File: src/shared/cnp_consts.vh
// Constants for the thermistor profile and live charger status register slice.
`ifndef CNP_CONSTS_VH
`define CNP_CONSTS_VH

// Register addresses on the serial port.
`define CNP_ADDR_THRESH_A   8'h1B
`define CNP_ADDR_PROFILE_B  8'h1C
`define CNP_ADDR_STATUS_A   8'h1D

// Reset values.
`define CNP_RST_THRESH_A    8'h25
`define CNP_RST_PROFILE_B   8'h3F
`define CNP_RST_STATUS_A    8'h00

// Writable bits of the profile register; bit 7 is reserved.
`define CNP_MASK_PROFILE_B  8'h7F

// Fields of the threshold register.
`define CNP_COLD_HI         7
`define CNP_COLD_LO         5
`define CNP_HOT_HI          4
`define CNP_HOT_LO          2
`define CNP_WARMV_HI        1
`define CNP_WARMV_LO        0

// Fields of the profile register.
`define CNP_MIRROR_BIT      6
`define CNP_PREWV_HI        5
`define CNP_PREWV_LO        4
`define CNP_PREWI_HI        3
`define CNP_PREWI_LO        2
`define CNP_PRECI_HI        1
`define CNP_PRECI_LO        0

// Bits of the status register.
`define CNP_ST_ADC          6
`define CNP_ST_DIETHERM     5
`define CNP_ST_MINSYS       4
`define CNP_ST_ICURR        3
`define CNP_ST_IVOLT        2
`define CNP_ST_TIMER        1
`define CNP_ST_WDOG         0

// Thermistor zone codes.
`define CNP_ZONE_NORMAL     3'h0
`define CNP_ZONE_COLD       3'h1
`define CNP_ZONE_HOT        3'h2
`define CNP_ZONE_COOL       3'h3
`define CNP_ZONE_WARM       3'h4
`define CNP_ZONE_PRECOOL    3'h5
`define CNP_ZONE_PREWARM    3'h6
`define CNP_ZONE_BIASFAULT  3'h7

// Derating codes: leave unchanged, and suspend charging.
`define CNP_CODE_UNCHANGED  2'h3
`define CNP_CODE_SUSPEND    2'h0

// Serial byte framing.
`define CNP_BITS_PER_BYTE   4'h8
`define CNP_LAST_TX_BIT     4'h7

`endif

File: src/verilog/cnp_sync.v
// Three-stage input synchroniser that accepts a change once stages two and three agree.
`timescale 1ns/1ps
`default_nettype none

module cnp_sync #(
    parameter W = 1
) (
    // Clock and reset.
    input  wire         sys_clk,
    input  wire         sys_rst,
    // Asynchronous inputs and their accepted values.
    input  wire [W-1:0] asyncIn,
    output reg  [W-1:0] syncOut
);

    reg [W-1:0] stageOne;   // First stage, read only by the second.
    reg [W-1:0] stageTwo;   // Second stage.
    reg [W-1:0] stageThree; // Third stage.

    // Each bit moves to the output only when the last two stages agree.
    always @(posedge sys_clk or posedge sys_rst) begin
        if (sys_rst) begin
            stageOne   <= {W{1'b0}};
            stageTwo   <= {W{1'b0}};
            stageThree <= {W{1'b0}};
            syncOut    <= {W{1'b0}};
        end else begin
            stageOne   <= asyncIn;
            stageTwo   <= stageOne;
            stageThree <= stageTwo;
            syncOut    <= (stageTwo & stageThree) | (syncOut & (stageTwo | stageThree));
        end
    end

endmodule
`default_nettype wire

File: src/verilog/cnp_regs.v
// Serial-port register slice for thermistor profile control and live charger status.
`timescale 1ns/1ps
`default_nettype none
`include "cnp_consts.vh"

module cnp_regs #(
    parameter [6:0] DEV_ADDR = 7'h35 // Serial target address, value arbitrary.
) (
    // Clock and reset.
    input  wire       sys_clk,
    input  wire       sys_rst,
    // Serial port pins; the data pin is open drain.
    input  wire       sclIn,
    input  wire       sdaIn,
    output reg        sdaOut,
    output reg        sdaOe,
    // Live conditions from the charger's analog loops.
    input  wire       adcOneShotDone,
    input  wire       adcContinuous,
    input  wire       forwardMode,
    input  wire       dieThermalRegulating,
    input  wire       batteryBelowMinSystem,
    input  wire       inputCurrentLoop,
    input  wire       pinCurrentLimitLoop,
    input  wire       inputVoltageLoop,
    input  wire       chargeTimerExpired,
    input  wire       hostWatchdogExpired,
    // Present thermistor zone code.
    input  wire [2:0] zoneCode,
    // Settings handed to the comparators and regulation loops.
    output reg  [2:0] coldSideThresholdSelect,
    output reg  [2:0] hotSideThresholdSelect,
    output reg  [1:0] voltageOffsetCode,
    output reg  [1:0] currentScaleCode
);

    // Serial engine states.
    localparam [2:0] ST_IDLE = 3'h0; // Waiting for a start condition.
    localparam [2:0] ST_RX   = 3'h1; // Shifting a byte in.
    localparam [2:0] ST_ACK  = 3'h2; // Driving our acknowledge bit.
    localparam [2:0] ST_TX   = 3'h3; // Shifting a byte out.
    localparam [2:0] ST_MACK = 3'h4; // Sampling the host's acknowledge.

    // Kinds of received byte.
    localparam [1:0] KIND_DEV  = 2'h0; // Target address and direction.
    localparam [1:0] KIND_REG  = 2'h1; // Register pointer.
    localparam [1:0] KIND_DATA = 2'h2; // Write data.

    // Reset image of the threshold register, sliced for the settings outputs.
    localparam [7:0] RST_THRESH = `CNP_RST_THRESH_A;

    // Synchronised pins and conditions.
    wire [1:0]  pinSync;     // {scl, sda} after the synchroniser.
    wire [10:0] condSync;    // Live conditions after the synchroniser.
    wire [2:0]  zoneSync;    // Zone code after the synchroniser.
    wire        sclNow;      // Accepted clock level.
    wire        sdaNow;      // Accepted data level.
    wire [7:0]  readByte;    // Byte a read of the pointed register returns.

    // Pin history for edge and condition detection.
    reg         sclPrev;     // Clock level one cycle earlier.
    reg         sdaPrev;     // Data level one cycle earlier.
    wire        sclRise;     // Clock rose this cycle.
    wire        sclFall;     // Clock fell this cycle.
    wire        startSeen;   // Data fell while clock high.
    wire        stopSeen;    // Data rose while clock high.

    // Serial engine state.
    reg [2:0]   state;       // Current engine state.
    reg [1:0]   kind;        // Kind of the byte in flight.
    reg [3:0]   bitCnt;      // Bits shifted in the current byte.
    reg [7:0]   shiftReg;    // Byte being shifted.
    reg [7:0]   regPtr;      // Register pointer, advances per data byte.
    reg         readDir;     // Transfer direction, high for read.
    reg         hostAcked;   // Host acknowledged the last byte sent.

    // The three registers.
    reg [7:0]   threshControlA;  // Cold and hot thresholds, warm voltage.
    reg [7:0]   profileControlB; // Pre-zone derating and mirror control.
    reg [7:0]   liveStatusA;     // Live charger status.
    reg [7:0]   next_liveStatus; // Next value of the status register.

    // Zone derating, computed before registering.
    reg [1:0]   next_voltageOffset;
    reg [1:0]   next_currentScale;

    assign sclNow    = pinSync[1];
    assign sdaNow    = pinSync[0];
    assign sclRise   = sclNow & ~sclPrev;
    assign sclFall   = ~sclNow & sclPrev;
    assign startSeen = sclNow & sclPrev & sdaPrev & ~sdaNow;
    assign stopSeen  = sclNow & sclPrev & ~sdaPrev & sdaNow;

    // Read decode; unmapped addresses read as zero and reads have no side effect.
    function [7:0] readMux;
        input [7:0] addr;
        input [7:0] thresh;
        input [7:0] profile;
        input [7:0] status;
        begin
            case (addr)
                `CNP_ADDR_THRESH_A:  readMux = thresh;
                `CNP_ADDR_PROFILE_B: readMux = profile & `CNP_MASK_PROFILE_B;
                `CNP_ADDR_STATUS_A:  readMux = status;
                default:             readMux = 8'h00;
            endcase
        end
    endfunction

    assign readByte = readMux(regPtr, threshControlA, profileControlB, liveStatusA);

    // Pins pass three stages before the engine sees them.
    cnp_sync #(
        .W(2)
    ) uPinSync (
        .sys_clk(sys_clk),
        .sys_rst(sys_rst),
        .asyncIn({sclIn, sdaIn}),
        .syncOut(pinSync)
    );

    // Analog conditions and zone code cross in the same way.
    cnp_sync #(
        .W(14)
    ) uCondSync (
        .sys_clk(sys_clk),
        .sys_rst(sys_rst),
        .asyncIn({adcOneShotDone, adcContinuous, forwardMode, dieThermalRegulating,
                  batteryBelowMinSystem, inputCurrentLoop, pinCurrentLimitLoop,
                  inputVoltageLoop, chargeTimerExpired, hostWatchdogExpired,
                  1'b0, zoneCode}),
        .syncOut({condSync, zoneSync})
    );

    // Status bits follow the live conditions every cycle.
    always @* begin
        next_liveStatus = `CNP_RST_STATUS_A;
        next_liveStatus[`CNP_ST_ADC]      = condSync[10] & ~condSync[9];
        next_liveStatus[`CNP_ST_DIETHERM] = condSync[7];
        next_liveStatus[`CNP_ST_MINSYS]   = condSync[8] & condSync[6];
        next_liveStatus[`CNP_ST_ICURR]    = condSync[8] & (condSync[5] | condSync[4]);
        next_liveStatus[`CNP_ST_IVOLT]    = condSync[8] & condSync[3];
        next_liveStatus[`CNP_ST_TIMER]    = condSync[2];
        next_liveStatus[`CNP_ST_WDOG]     = condSync[1];
    end

    // The status register is never written by the host, only refreshed.
    always @(posedge sys_clk or posedge sys_rst) begin
        if (sys_rst) begin
            liveStatusA <= `CNP_RST_STATUS_A;
        end else begin
            liveStatusA <= next_liveStatus;
        end
    end

    // Pick the voltage and current derating for the present zone.
    always @* begin
        next_voltageOffset = `CNP_CODE_UNCHANGED;
        next_currentScale  = `CNP_CODE_UNCHANGED;
        case (zoneSync)
            `CNP_ZONE_WARM: begin
                next_voltageOffset = threshControlA[`CNP_WARMV_HI:`CNP_WARMV_LO];
            end
            `CNP_ZONE_PREWARM: begin
                next_voltageOffset = profileControlB[`CNP_PREWV_HI:`CNP_PREWV_LO];
                next_currentScale  = profileControlB[`CNP_PREWI_HI:`CNP_PREWI_LO];
            end
            `CNP_ZONE_COOL: begin
                // Cool borrows the warm setting only when mirroring is on.
                if (profileControlB[`CNP_MIRROR_BIT]) begin
                    next_voltageOffset = threshControlA[`CNP_WARMV_HI:`CNP_WARMV_LO];
                end
            end
            `CNP_ZONE_PRECOOL: begin
                if (profileControlB[`CNP_MIRROR_BIT]) begin
                    next_voltageOffset = profileControlB[`CNP_PREWV_HI:`CNP_PREWV_LO];
                end
                next_currentScale = profileControlB[`CNP_PRECI_HI:`CNP_PRECI_LO];
            end
            `CNP_ZONE_COLD, `CNP_ZONE_HOT, `CNP_ZONE_BIASFAULT: begin
                // Out-of-range zones and a bias fault stop charging.
                next_currentScale = `CNP_CODE_SUSPEND;
            end
            default: begin
                // Normal zone leaves both targets alone.
                next_currentScale = `CNP_CODE_UNCHANGED;
            end
        endcase
    end

    // Settings outputs are registered copies of the fields and zone derating.
    always @(posedge sys_clk or posedge sys_rst) begin
        if (sys_rst) begin
            coldSideThresholdSelect <= RST_THRESH[`CNP_COLD_HI:`CNP_COLD_LO];
            hotSideThresholdSelect  <= RST_THRESH[`CNP_HOT_HI:`CNP_HOT_LO];
            voltageOffsetCode       <= `CNP_CODE_UNCHANGED;
            currentScaleCode        <= `CNP_CODE_UNCHANGED;
        end else begin
            coldSideThresholdSelect <= threshControlA[`CNP_COLD_HI:`CNP_COLD_LO];
            hotSideThresholdSelect  <= threshControlA[`CNP_HOT_HI:`CNP_HOT_LO];
            voltageOffsetCode       <= next_voltageOffset;
            currentScaleCode        <= next_currentScale;
        end
    end

    // Serial engine: samples data on clock rise, changes data on clock fall.
    always @(posedge sys_clk or posedge sys_rst) begin
        if (sys_rst) begin
            sclPrev         <= 1'b0;
            sdaPrev         <= 1'b0;
            state           <= ST_IDLE;
            kind            <= KIND_DEV;
            bitCnt          <= 4'h0;
            shiftReg        <= 8'h00;
            regPtr          <= 8'h00;
            readDir         <= 1'b0;
            hostAcked       <= 1'b0;
            sdaOut          <= 1'b0;
            sdaOe           <= 1'b0;
            threshControlA  <= `CNP_RST_THRESH_A;
            profileControlB <= `CNP_RST_PROFILE_B;
        end else begin
            sclPrev <= sclNow;
            sdaPrev <= sdaNow;
            sdaOut  <= 1'b0;
            if (startSeen) begin
                // A start, repeated or not, always begins a new address byte.
                state  <= ST_RX;
                kind   <= KIND_DEV;
                bitCnt <= 4'h0;
                sdaOe  <= 1'b0;
            end else if (stopSeen) begin
                state <= ST_IDLE;
                sdaOe <= 1'b0;
            end else begin
                case (state)
                    ST_RX: begin
                        if (sclRise) begin
                            shiftReg <= {shiftReg[6:0], sdaNow};
                            bitCnt   <= bitCnt + 4'h1;
                        end else if (sclFall && bitCnt == `CNP_BITS_PER_BYTE) begin
                            state <= ST_ACK;
                            sdaOe <= 1'b1;
                            if (kind == KIND_DEV) begin
                                // Stay silent unless the address is ours.
                                if (shiftReg[7:1] == DEV_ADDR) begin
                                    readDir <= shiftReg[0];
                                end else begin
                                    state <= ST_IDLE;
                                    sdaOe <= 1'b0;
                                end
                            end else if (kind == KIND_REG) begin
                                regPtr <= shiftReg;
                                kind   <= KIND_DATA;
                            end else begin
                                // Writes land only in writable bits of mapped registers.
                                if (regPtr == `CNP_ADDR_THRESH_A) begin
                                    threshControlA <= shiftReg;
                                end else if (regPtr == `CNP_ADDR_PROFILE_B) begin
                                    profileControlB <= shiftReg & `CNP_MASK_PROFILE_B;
                                end
                                regPtr <= regPtr + 8'h01;
                            end
                        end
                    end
                    ST_ACK: begin
                        if (sclFall) begin
                            bitCnt <= 4'h0;
                            if (kind == KIND_DEV && readDir) begin
                                // Put the first read bit out as the acknowledge ends.
                                shiftReg <= readByte;
                                sdaOe    <= ~readByte[7];
                                regPtr   <= regPtr + 8'h01;
                                state    <= ST_TX;
                            end else begin
                                if (kind == KIND_DEV) begin
                                    kind <= KIND_REG;
                                end
                                sdaOe <= 1'b0;
                                state <= ST_RX;
                            end
                        end
                    end
                    ST_TX: begin
                        if (sclFall) begin
                            if (bitCnt == `CNP_LAST_TX_BIT) begin
                                sdaOe <= 1'b0;
                                state <= ST_MACK;
                            end else begin
                                sdaOe    <= ~shiftReg[6];
                                shiftReg <= {shiftReg[6:0], 1'b0};
                                bitCnt   <= bitCnt + 4'h1;
                            end
                        end
                    end
                    ST_MACK: begin
                        if (sclRise) begin
                            hostAcked <= ~sdaNow;
                        end else if (sclFall) begin
                            bitCnt <= 4'h0;
                            if (hostAcked) begin
                                shiftReg <= readByte;
                                sdaOe    <= ~readByte[7];
                                regPtr   <= regPtr + 8'h01;
                                state    <= ST_TX;
                            end else begin
                                state <= ST_IDLE;
                            end
                        end
                    end
                    default: begin
                        sdaOe <= 1'b0;
                    end
                endcase
            end
        end
    end

endmodule
`default_nettype wire

File: config.mk
export PLATFORM = sky130hd
export DESIGN_NAME = cnp_regs
export DESIGN_NICKNAME = d
export VERILOG_FILES = /design/src/verilog/cnp_sync.v /design/src/verilog/cnp_regs.v
export VERILOG_INCLUDE_DIRS = /design/src /design/src/shared
export SDC_FILE = /design/constraint.sdc
export NUM_CORES = 1
export LEC_CHECK = 0
export BUFFER_PORTS_ARGS = -buffer_cell sky130_fd_sc_hd__buf_4
export CORE_ASPECT_RATIO = 1.2
export CORE_MARGIN = 2
export CORE_UTILIZATION = 45
export DETAILED_ROUTE_END_ITERATION = 6
export GPL_TIMING_DRIVEN = 0
export HOLD_SLACK_MARGIN = 0.03
export PLACE_DENSITY = 0.6
export SYNTH_ARGS = -nofsm -noshare
export SYNTH_HDL_FRONTEND = slang
export SYNTH_SLANG_ARGS = --single-unit
File: constraint.sdc
create_clock -name sys_clk -period 10.3 [get_ports sys_clk]
set_input_delay 2.575 -clock sys_clk [delete_from_list [all_inputs] [get_ports sys_clk]]
set_output_delay 2.575 -clock sys_clk [all_outputs]
set_load 0.01 [all_outputs]
After elaboration in Yosys (flattened, before gate mapping) --
Index checks and enable logic that the tools add are counted.
Storage, ports and cells: logic and storage cells 198, bits in registers 123, input port bits 17, output and inout port bits 12
Operators by class: equal/unequal tests 49, reduce and logical (&&, ||, !) cells 19, add/sub/neg operators 2, bitwise logic cells 33, multiplexer cells 70
Operators with widths (number):
- $mux W8 | 17
- $pmux W8 S3 | 2
- $ne A3 B3 Y1 const B | 11
- $ne A4 B4 Y1 const B | 8
- $pmux W8 S4 | 1
- $mux W2 | 15
- $and A14 B14 Y14 | 2
- $mux W4 | 7
- $or A14 B14 Y14 | 2
- $mux W3 | 9
- $eq A8 B5 Y1 const B | 3
- $ne A2 B2 Y1 const B | 12
- $reduce_and A11 Y1 | 2
- $reduce_and A9 Y1 | 2
- $pmux W4 S4 | 1
- $reduce_and A8 Y1 | 2
- $eq A3 B3 Y1 const B | 5
- $reduce_and A7 Y1 | 2
- $mux W1 | 13
- $not A1 Y1 | 13
- $eq A3 B2 Y1 const B | 4
- $pmux W3 S4 | 1
- $and A1 B1 Y1 | 11
- $add A8 B1 Y8 const B | 1
- other kinds (22) | 27

Logic depth before layout (Yosys ltp) --
Gate-level depths: netlist of the first run.
depth in word-level cells 9, depth in mapped cells 8, mapped depth without buffers 7

Hierarchy --
From an unflattened synthesis of the first run, not the netlist that was laid out.
Second synthesis, totals: cells, all modules 418, area, all modules 5260.0 µm²
By module, submodules not included:
- cnp_regs | cells each 336, seq. area each 1570.3 µm², area an instance 3470.8 µm², times used 1
- cnp_sync at uCondSync | cells each 71, seq. area each 1401.3 µm², area an instance 1562.7 µm², times used 1
- cnp_sync at uPinSync | cells each 11, seq. area each 200.2 µm², area an instance 226.5 µm², times used 1

Worst setup path before layout of the first run --
No wires, ideal clock.
kind register to output, from register coldSideThresholdSelect[0], to output port coldSideThresholdSelect[0], data required time 7.725 ns, stages on the path, launching flop included 1, path buffers 0, data arrival time 0.520 ns, setup slack 7.205 ns, cells stage by stage dfstp_2
RTL lines:
- start, declared | line cnp_regs.v:31 | output reg [2:0] coldSideThresholdSelect,
- start signal, assigned | line cnp_regs.v:194 | coldSideThresholdSelect <= RST_THRESH[`CNP_COLD_HI:`CNP_COLD_LO];
- start signal, assigned | line cnp_regs.v:199 | coldSideThresholdSelect <= threshControlA[`CNP_COLD_HI:`CNP_COLD_LO];
No word-level cell between the ends.

Worst setup path after layout of the first run --
from register coldSideThresholdSelect[0], to output port coldSideThresholdSelect[0]
No word-level cell between the ends.

==> results of run 1 <==
-- sequential cells by signal, summed over array words and instances, names as in the netlist, 3 cells and up --
signal	flops
hotSideThresholdSelect	3
state	3
shiftReg	8
coldSideThresholdSelect	3
threshControlA	8
liveStatusA	7
uCondSync.syncOut	13
profileControlB	7
regPtr	8
uCondSync.stageTwo	13
bitCnt	4
uCondSync.stageThree	13
uCondSync.stageOne	13
-- metal layers --
| layer | up-vias | track usage, % | share of wire, % |
|---|---|---|---|
| met3 | 7 | 4.48 | 2.6 |
| met5 | - | 0 | 0 |
| met1 | 1643 | 22.7 | 43 |
| met2 | 43 | 29.5 | 53 |
| met4 | 0 | 6.59 | 1.1 |
| li1 | 1559 | - | - |
-- cells in the final DEF, fill, tap and decap left out, drive strengths merged, types with 9 or more instances in the layout --
cell	n
a21oi	18
buf	42
clkbuf	29
dfrtp	107
dfstp	15
inv	17
maj3	15
mux2	24
nand2	13
nand3	11
nor3	9
o21ai	18
o22ai	9
-- path summary, 6_finish.rpt --
kind | to | slack, ns | from | depth (start not counted)
setup / recovery | coldSideThresholdSelect[0] | 6.69 | coldSideThresholdSelect[0]$_DFF_PP1_ | 1
hold / removal | uCondSync.stageTwo[2]$_DFF_PP0_ | 0.35 | uCondSync.stageOne[2]$_DFF_PP0_ | 0
setup reg to reg | shiftReg[4]$_DFFE_PP0P_ | 8.01 | regPtr[0]$_DFFE_PP0P_ | 7
hold reg to reg | uCondSync.stageTwo[2]$_DFF_PP0_ | 0.35 | uCondSync.stageOne[2]$_DFF_PP0_ | 0
max in group asynchronous | hotSideThresholdSelect[0]$_DFF_PP1_ | 7.42 | sys_rst | 3
min in group asynchronous | uCondSync.stageTwo[0]$_DFF_PP0_ | 2.14 | sys_rst | 2
-- power groups by stage --
| stage | clock network, mW | logic [mW] | registers, mW |
|---|---|---|---|
| after global routing | 0.609 | 0.128 | 0.569 |
| after detailed placement | 0 | 0.115 | 0.571 |
| after global placement | 0 | 0.110 | 0.569 |
| final | 0.569 | 0.113 | 0.562 |
| after CTS | 0.584 | 0.115 | 0.563 |
| after floorplan | 0 | 0.0846 | 0.554 |
-- cell type report --
type,count,area (sq um)
clock buffer,23,508
sequential,122,3070
multi-input combinational,240,1810
inverter,17,68.8
fill,907,4940
timing repair buffer,28,230
tap,132,165
buffer,20,98.8
clock inverter,9,87.6
-- cell families (layout without fill, tap and decap cells) --
group	after synthesis	after routing	synth area share, %
adder cells (fa/ha/maj)	20	20	4.22
AO/OA/AOI/OAI	98	98	13.7
multiplexers	28	28	6.15
AND/OR/NAND/NOR	91	91	11.4
buffers and inverters	37	97	3.22
XOR/XNOR	2	2	0.347
other	1	1	0.0743
flip-flops	122	122	60.9
-- worst reg2reg max path, delay by kind of cell (launching register included) --
kind,cells,cell delay (ns)
buf+inv,2,0.51
simple gates,1,0.16
flops,1,0.45
compound gates,2,0.82
fa+ha+maj,1,0.16
mux,1,0.13
==> out/results.ini, run 1 <==
[die]
io_pins=29
coreArea_sq_um=11000
start_util_pct=45.9
die_area_sq_um=12100
die_w_um=101
die_h_um=120
rows=42

[route]
drc_errors=0
drt-total-wl_mm=9.68
vias_per_cell=5.50
drt_iter0_drc=180
dr.pass1.iters=4
vias=3252
antenna_left=0
wl_per_cell_um=16.4

[timing]
fin_ws_ns=6.69
slew_violations=0
final_hold_viol_count=0
period_minus_slack_ns=3.61
setup_violations=0
rsz0062_at_grt=no
holdWs_ns=0.345
skew_ns=0.0105
worst_pin_slew_ns=0.563
clock.fmax_ghz=0.277
fin_setup_tns_ns=0
slew_headroom_pct=62.4
min_period_over_period_pct=35.1

[synth]
synth_area_sq_um=5040
avgSynthCellArea_sq_um=12.6
yosys_warnings=0
synth_cells=399
mappedNetlistNets=421
synthTopCellsByArea=dfrtp_1 (53%), dfstp_2 (7.8%), maj3_1 (3.0%)
synth_top_area_share_pct=53.1
yosysTopAreaCell=dfrtp_1
ys_types=64
ys_async_sr_fraction_pct=100
yosysMostFrequentCell=dfrtp_1
synth_edf_count=0
netlist_top_cells_count=dfrtp_1 (107), a21oi_1 (18), inv_1 (17)
synth_ff_type=dfrtp_1
yosysSeqAreaShare_pct=60.9
ys_ff_latch=122

[power_and_ir_drop]
power_frac_seq_pct=45.2
power_switching_mw=0.298
swShare_pct=23.9
power_leakage_nw=2.62
ir_worst_vdd_uv=189
finalPower_mw=1.24
combinationalPowerShare_pct=9.1
pwr-share-clk_pct=45.7
powerDensity_nw_per_um2=206
cellInternalPower_mw=0.946

[global_route]
grt_overflow=0
grt_pass1_vias=3297
grt_use_total_pct=17.9
grt_pass1_wl_mm=16.6
grt_max_degree=94
antenna_found_initial=0

[critical_path]
slowest_delay_ns=0.53
crit_family=flip-flops
cp-start-kind=flop
worst_ep_required_time_ns=7.73
arrival_ns=1.04
end_kind=primary output
cp_cell_sequence=buf_4
critPathBufInv=1
critPathMaxFanout=1
crit_type=reg -> out
critPathSlowestCell=dfstp_2

[final_layout]
drive_above_1_share_pct=23.3
postLayoutCellArea_sq_um=6040
layout.nets=468
utilization_pct=55.0
area_delta_synth_final_pct=19.7
n_antenna_cell=0
stdcell_count=591

[placement]
portBuffers=27
gp_congestion=0.834
postPlaceCellArea_sq_um=5450
dp_hpwl_mm=6.67
dpl_worst_slack_ns=6.97
dp_cells=559

[clock_tree]
clk_path_buf_depth=2
numCtsBuffers=17
clk_latency_ns=0.40
cts_sinks=122
h-tree-depth=4
cts_tree=done
post_cts_resized=0
cts-root-buf=clkbuf_16
cts.clk_slew.worst_paths_ns=0.05
post-cts-setup-buffers=0
cts_hold_buf=0

[outcome]
outcome=finished clean

[worst_hold_path]
hp-class=reg -> reg

[job]
timing.max_cap.violations=0

Note: power is estimated with default switching activity, not from simulation.
==> run 2, diff against run 1 <==
- ABC_AREA: unset -> 1
- clock period: 10.3 -> 3.4 ns (I/O delays scaled with it)
==> run 2 against run 1 <==
Net effect:
- global-route usage rose by 0.56 points
- non-clock buffer count fell by 7
- highest routed layer unchanged
- register-to-register slack got worse by 6.6 ns
- final area rose by 4.2%
- power rose to 4.1 times the previous value
- die area rose by 3.0%
- worst setup slack got worse by 5.3 ns
- via count rose by 16%
- critical path depth rose by 9
- hold slack got worse by 0.00088 ns
- first-iteration DRC count did not move
- synthesized area rose by 3.1%
==> out/results.ini, run 2 <==
[outcome]
outcome=finished clean  ; unchanged

[power_and_ir_drop]
cellInternalPower_mw=3.38  ; was 0.946 mW
ir_worst_vdd_uv=503  ; was 189 uV
powerDensity_nw_per_um2=803  ; was 206 nW/um^2
pwr-share-clk_pct=37.6  ; was 45.7%
power_switching_mw=1.68  ; was 0.298 mW
swShare_pct=33.2  ; was 23.9%
finalPower_mw=5.05  ; was 1.24 mW
power_frac_seq_pct=36.2  ; was 45.2%
combinationalPowerShare_pct=26.1  ; was 9.1%
power_leakage_nw=3.04  ; was 2.62 nW

[final_layout]
n_antenna_cell=0  ; unchanged
area_delta_synth_final_pct=21.0  ; was 19.7%
multi_input_area_sq_um=1830  ; was 1810 sq um
nFillCells=1022  ; was 907
final_cell_mix=nand2_1 (152), dfrtp_1 (107), nand3_1 (68)  ; was dfrtp_1 (107), buf_4 (28), a21oi_1 (18)
final_common_cell=nand2_1  ; was dfrtp_1
ff_latch_area_sq_um=3070  ; unchanged
drive_above_1_share_pct=20.6  ; was 23.3%
layout.nets=621  ; was 468

[critical_path]
worst_ep_required_time_ns=3.70  ; was 7.73 ns
end_kind=flop  ; was primary output
crit_type=reg -> reg  ; was reg -> out
cp_cell_sequence=inv_1, ha_1, nand3_1, nor2_1, inv_2, nor3_2, nand3_2, buf_6, nand2_1, o21ai_2  ; was buf_4
critPathSlowestCell=dfrtp_1  ; was dfstp_2
arrival_ns=2.27  ; was 1.04 ns
rr_startpoint=bitCnt[0]$_DFFE_PP0P_  ; was regPtr[0]$_DFFE_PP0P_
critPathLaunch=bitCnt[0]$_DFFE_PP0P_  ; was coldSideThresholdSelect[0]$_DFF_PP1_
critPathMaxFanout=10  ; was 1
slowest_delay_ns=0.41  ; was 0.53 ns
cp-start-kind=flop  ; unchanged
critPathBufInv=3  ; was 1
crit_family=simple AND/OR/NAND/NOR gates  ; was flip-flops

[route]
drt_iter0_drc=180  ; unchanged
dr.pass1.iters=4  ; unchanged
antenna_left=0  ; unchanged
vias_per_cell=4.92  ; was 5.50
vias=3781  ; was 3252
drc_errors=0  ; unchanged
drt-total-wl_mm=10.2  ; was 9.68 mm
wl_per_cell_um=13.2  ; was 16.4 um

[synth]
mappedNetlistNets=572  ; was 421
yosys_warnings=0  ; unchanged
ys_types=30  ; was 64
netlist_top_cells_count=nand2_1 (152), dfrtp_1 (107), nand3_1 (68)  ; was dfrtp_1 (107), a21oi_1 (18), inv_1 (17)
yosysMostFrequentCell=nand2_1  ; was dfrtp_1
synth_ff_type=dfrtp_1  ; unchanged
ys_async_sr_fraction_pct=100  ; unchanged
ys_ff_latch=122  ; unchanged
synthTopCellsByArea=dfrtp_1 (51%), nand2_1 (11%), dfstp_2 (7.6%)  ; was dfrtp_1 (53%), dfstp_2 (7.8%), maj3_1 (3.0%)
synth_area_sq_um=5200  ; was 5040 sq um
synth_cells=550  ; was 399
avgSynthCellArea_sq_um=9.46  ; was 12.6 sq um
yosysTopAreaCell=dfrtp_1  ; unchanged
yosysSeqAreaShare_pct=59.0  ; was 60.9%
synth_top_area_share_pct=51.5  ; was 53.1%
synth_edf_count=0  ; unchanged

[die]
start_util_pct=45.6  ; was 45.9%
die_h_um=122  ; was 120 um
coreArea_sq_um=11400  ; was 11000 sq um
io_pins=29  ; unchanged
rows=43  ; was 42
die_w_um=102  ; was 101 um
die_area_sq_um=12400  ; was 12100 sq um

[global_route]
grt_overflow=0  ; unchanged
grt_max_degree=40  ; was 94
grt_pass1_wl_mm=17.5  ; was 16.6 mm
grt_use_total_pct=18.4  ; was 17.9%
antenna_found_initial=0  ; unchanged
grt_pass1_vias=3709  ; was 3297

[clock_tree]
clk_path_buf_depth=2  ; unchanged
cts_hold_buf=0  ; unchanged
post-cts-setup-buffers=0  ; unchanged
post_cts_resized=0  ; unchanged
cts.clk_slew.worst_paths_ns=0.05  ; about the same
numCtsBuffers=17  ; unchanged
cts_sinks=122  ; unchanged
cts_tree=done  ; unchanged
cts-root-buf=clkbuf_16  ; unchanged
clk_latency_ns=0.41  ; was 0.40 ns
h-tree-depth=4  ; unchanged

[placement]
dp_hpwl_mm=7.32  ; was 6.67 mm
portBuffers=27  ; unchanged
gp_congestion=0.848  ; was 0.834

[timing]
fin_setup_tns_ns=0  ; unchanged
min_period_over_period_pct=57.9
period_minus_slack_ns=1.97
clock.fmax_ghz=0.508
slew_headroom_pct=52.2  ; was 62.4%
final_hold_viol_count=0  ; unchanged
worst_pin_slew_ns=0.715  ; was 0.563 ns
skew_ns=0.00604  ; was 0.0105 ns
rsz0062_at_grt=no  ; unchanged
setup_violations=0  ; unchanged
slew_violations=0  ; unchanged

[worst_hold_path]
hp-class=reg -> reg  ; unchanged
hold_start=uPinSync.stageOne[0]$_DFF_PP0_  ; was uCondSync.stageOne[2]$_DFF_PP0_

[job]
timing.max_cap.violations=0  ; unchanged

## run 2: kinds of logic after synthesis
kind of cell    Yosys count  share of synthesized area (%)
flops                   122                           59.0
buf+inv                  68                           5.80
xor+xnor                  2                          0.337
simple gates            289                           24.7
other cells               1                         0.0721
fa+ha+maj                20                           4.09
compound gates           48                           6.01
## run 2: power by group through the flow
stage,combinational (mW),sequential (mW),clock [mW]
after floorplan,1.02,1.81,0
after global placement,1.29,1.85,0
after detailed placement,1.32,1.86,0
after CTS,1.32,1.83,1.94
after global routing,1.52,1.87,2.02
final,1.32,1.83,1.90
## run 2: layout make-up
| class | count | share of cell area [%] |
|---|---|---|
| clock buffers | 23 | 7.43 |
| inverters | 57 | 3.46 |
| repair buffers | 30 | 4.17 |
| plain buffers | 11 | 1.39 |
| clock inverters | 9 | 2.58 |
| multi-input cells | 360 | 29.1 |
| flip-flops and latches | 122 | 48.8 |
| well taps | 157 | 3.12 |
## run 2: worst paths after layout
| kind | slack (ns) | depth (start not counted) | endpoint |
|---|---|---|---|
| max | 1.43 | 10 | threshControlA[7]$_DFFE_PP0P_ |
| min | 0.34 | 0 | uPinSync.stageTwo[0]$_DFF_PP0_ |
| max reg2reg | 1.43 | 10 | threshControlA[7]$_DFFE_PP0P_ |
| min reg2reg | 0.34 | 0 | uPinSync.stageTwo[0]$_DFF_PP0_ |
| max in group asynchronous | 2.17 | 3 | coldSideThresholdSelect[0]$_DFF_PP1_ |
| min in group asynchronous | 0.56 | 2 | uCondSync.stageOne[6]$_DFF_PP0_ |
## run 2: worst register-to-register path: cells and delay by family (launching register included)
family	cells	cell delay, ns
buffers and inverters	3	0.39
AND/OR/NAND/NOR	5	0.86
flip-flops	1	0.41
AO/OA/AOI/OAI	1	0.05
adder cells (fa/ha/maj)	1	0.15
## run 2: routing by layer
metal,share of wire [%],track usage [%]
met1,47,23.8
met2,48,28.9
met3,3.3,4.93
met4,2.2,8.67
met5,0,0
## run 2: through the flow
stage | hold slack, ns | cell area, sq um | worst slack [ns] | cells | util [%]
finish | 0.344 | 6300 | 1.43 | 769 | 55.2
detailed placement | 0.336 | 5670 | 1.43 | 737 | 49.7
global route | 0.350 | 6300 | 1.26 | 769 | 55.2
floorplan | 0.331 | 5210 | 1.06 | 550 | -
global placement | 0.332 | 5610 | 0.326 | 734 | 49.1
CTS | 0.347 | 6300 | 1.42 | 769 | 55.2
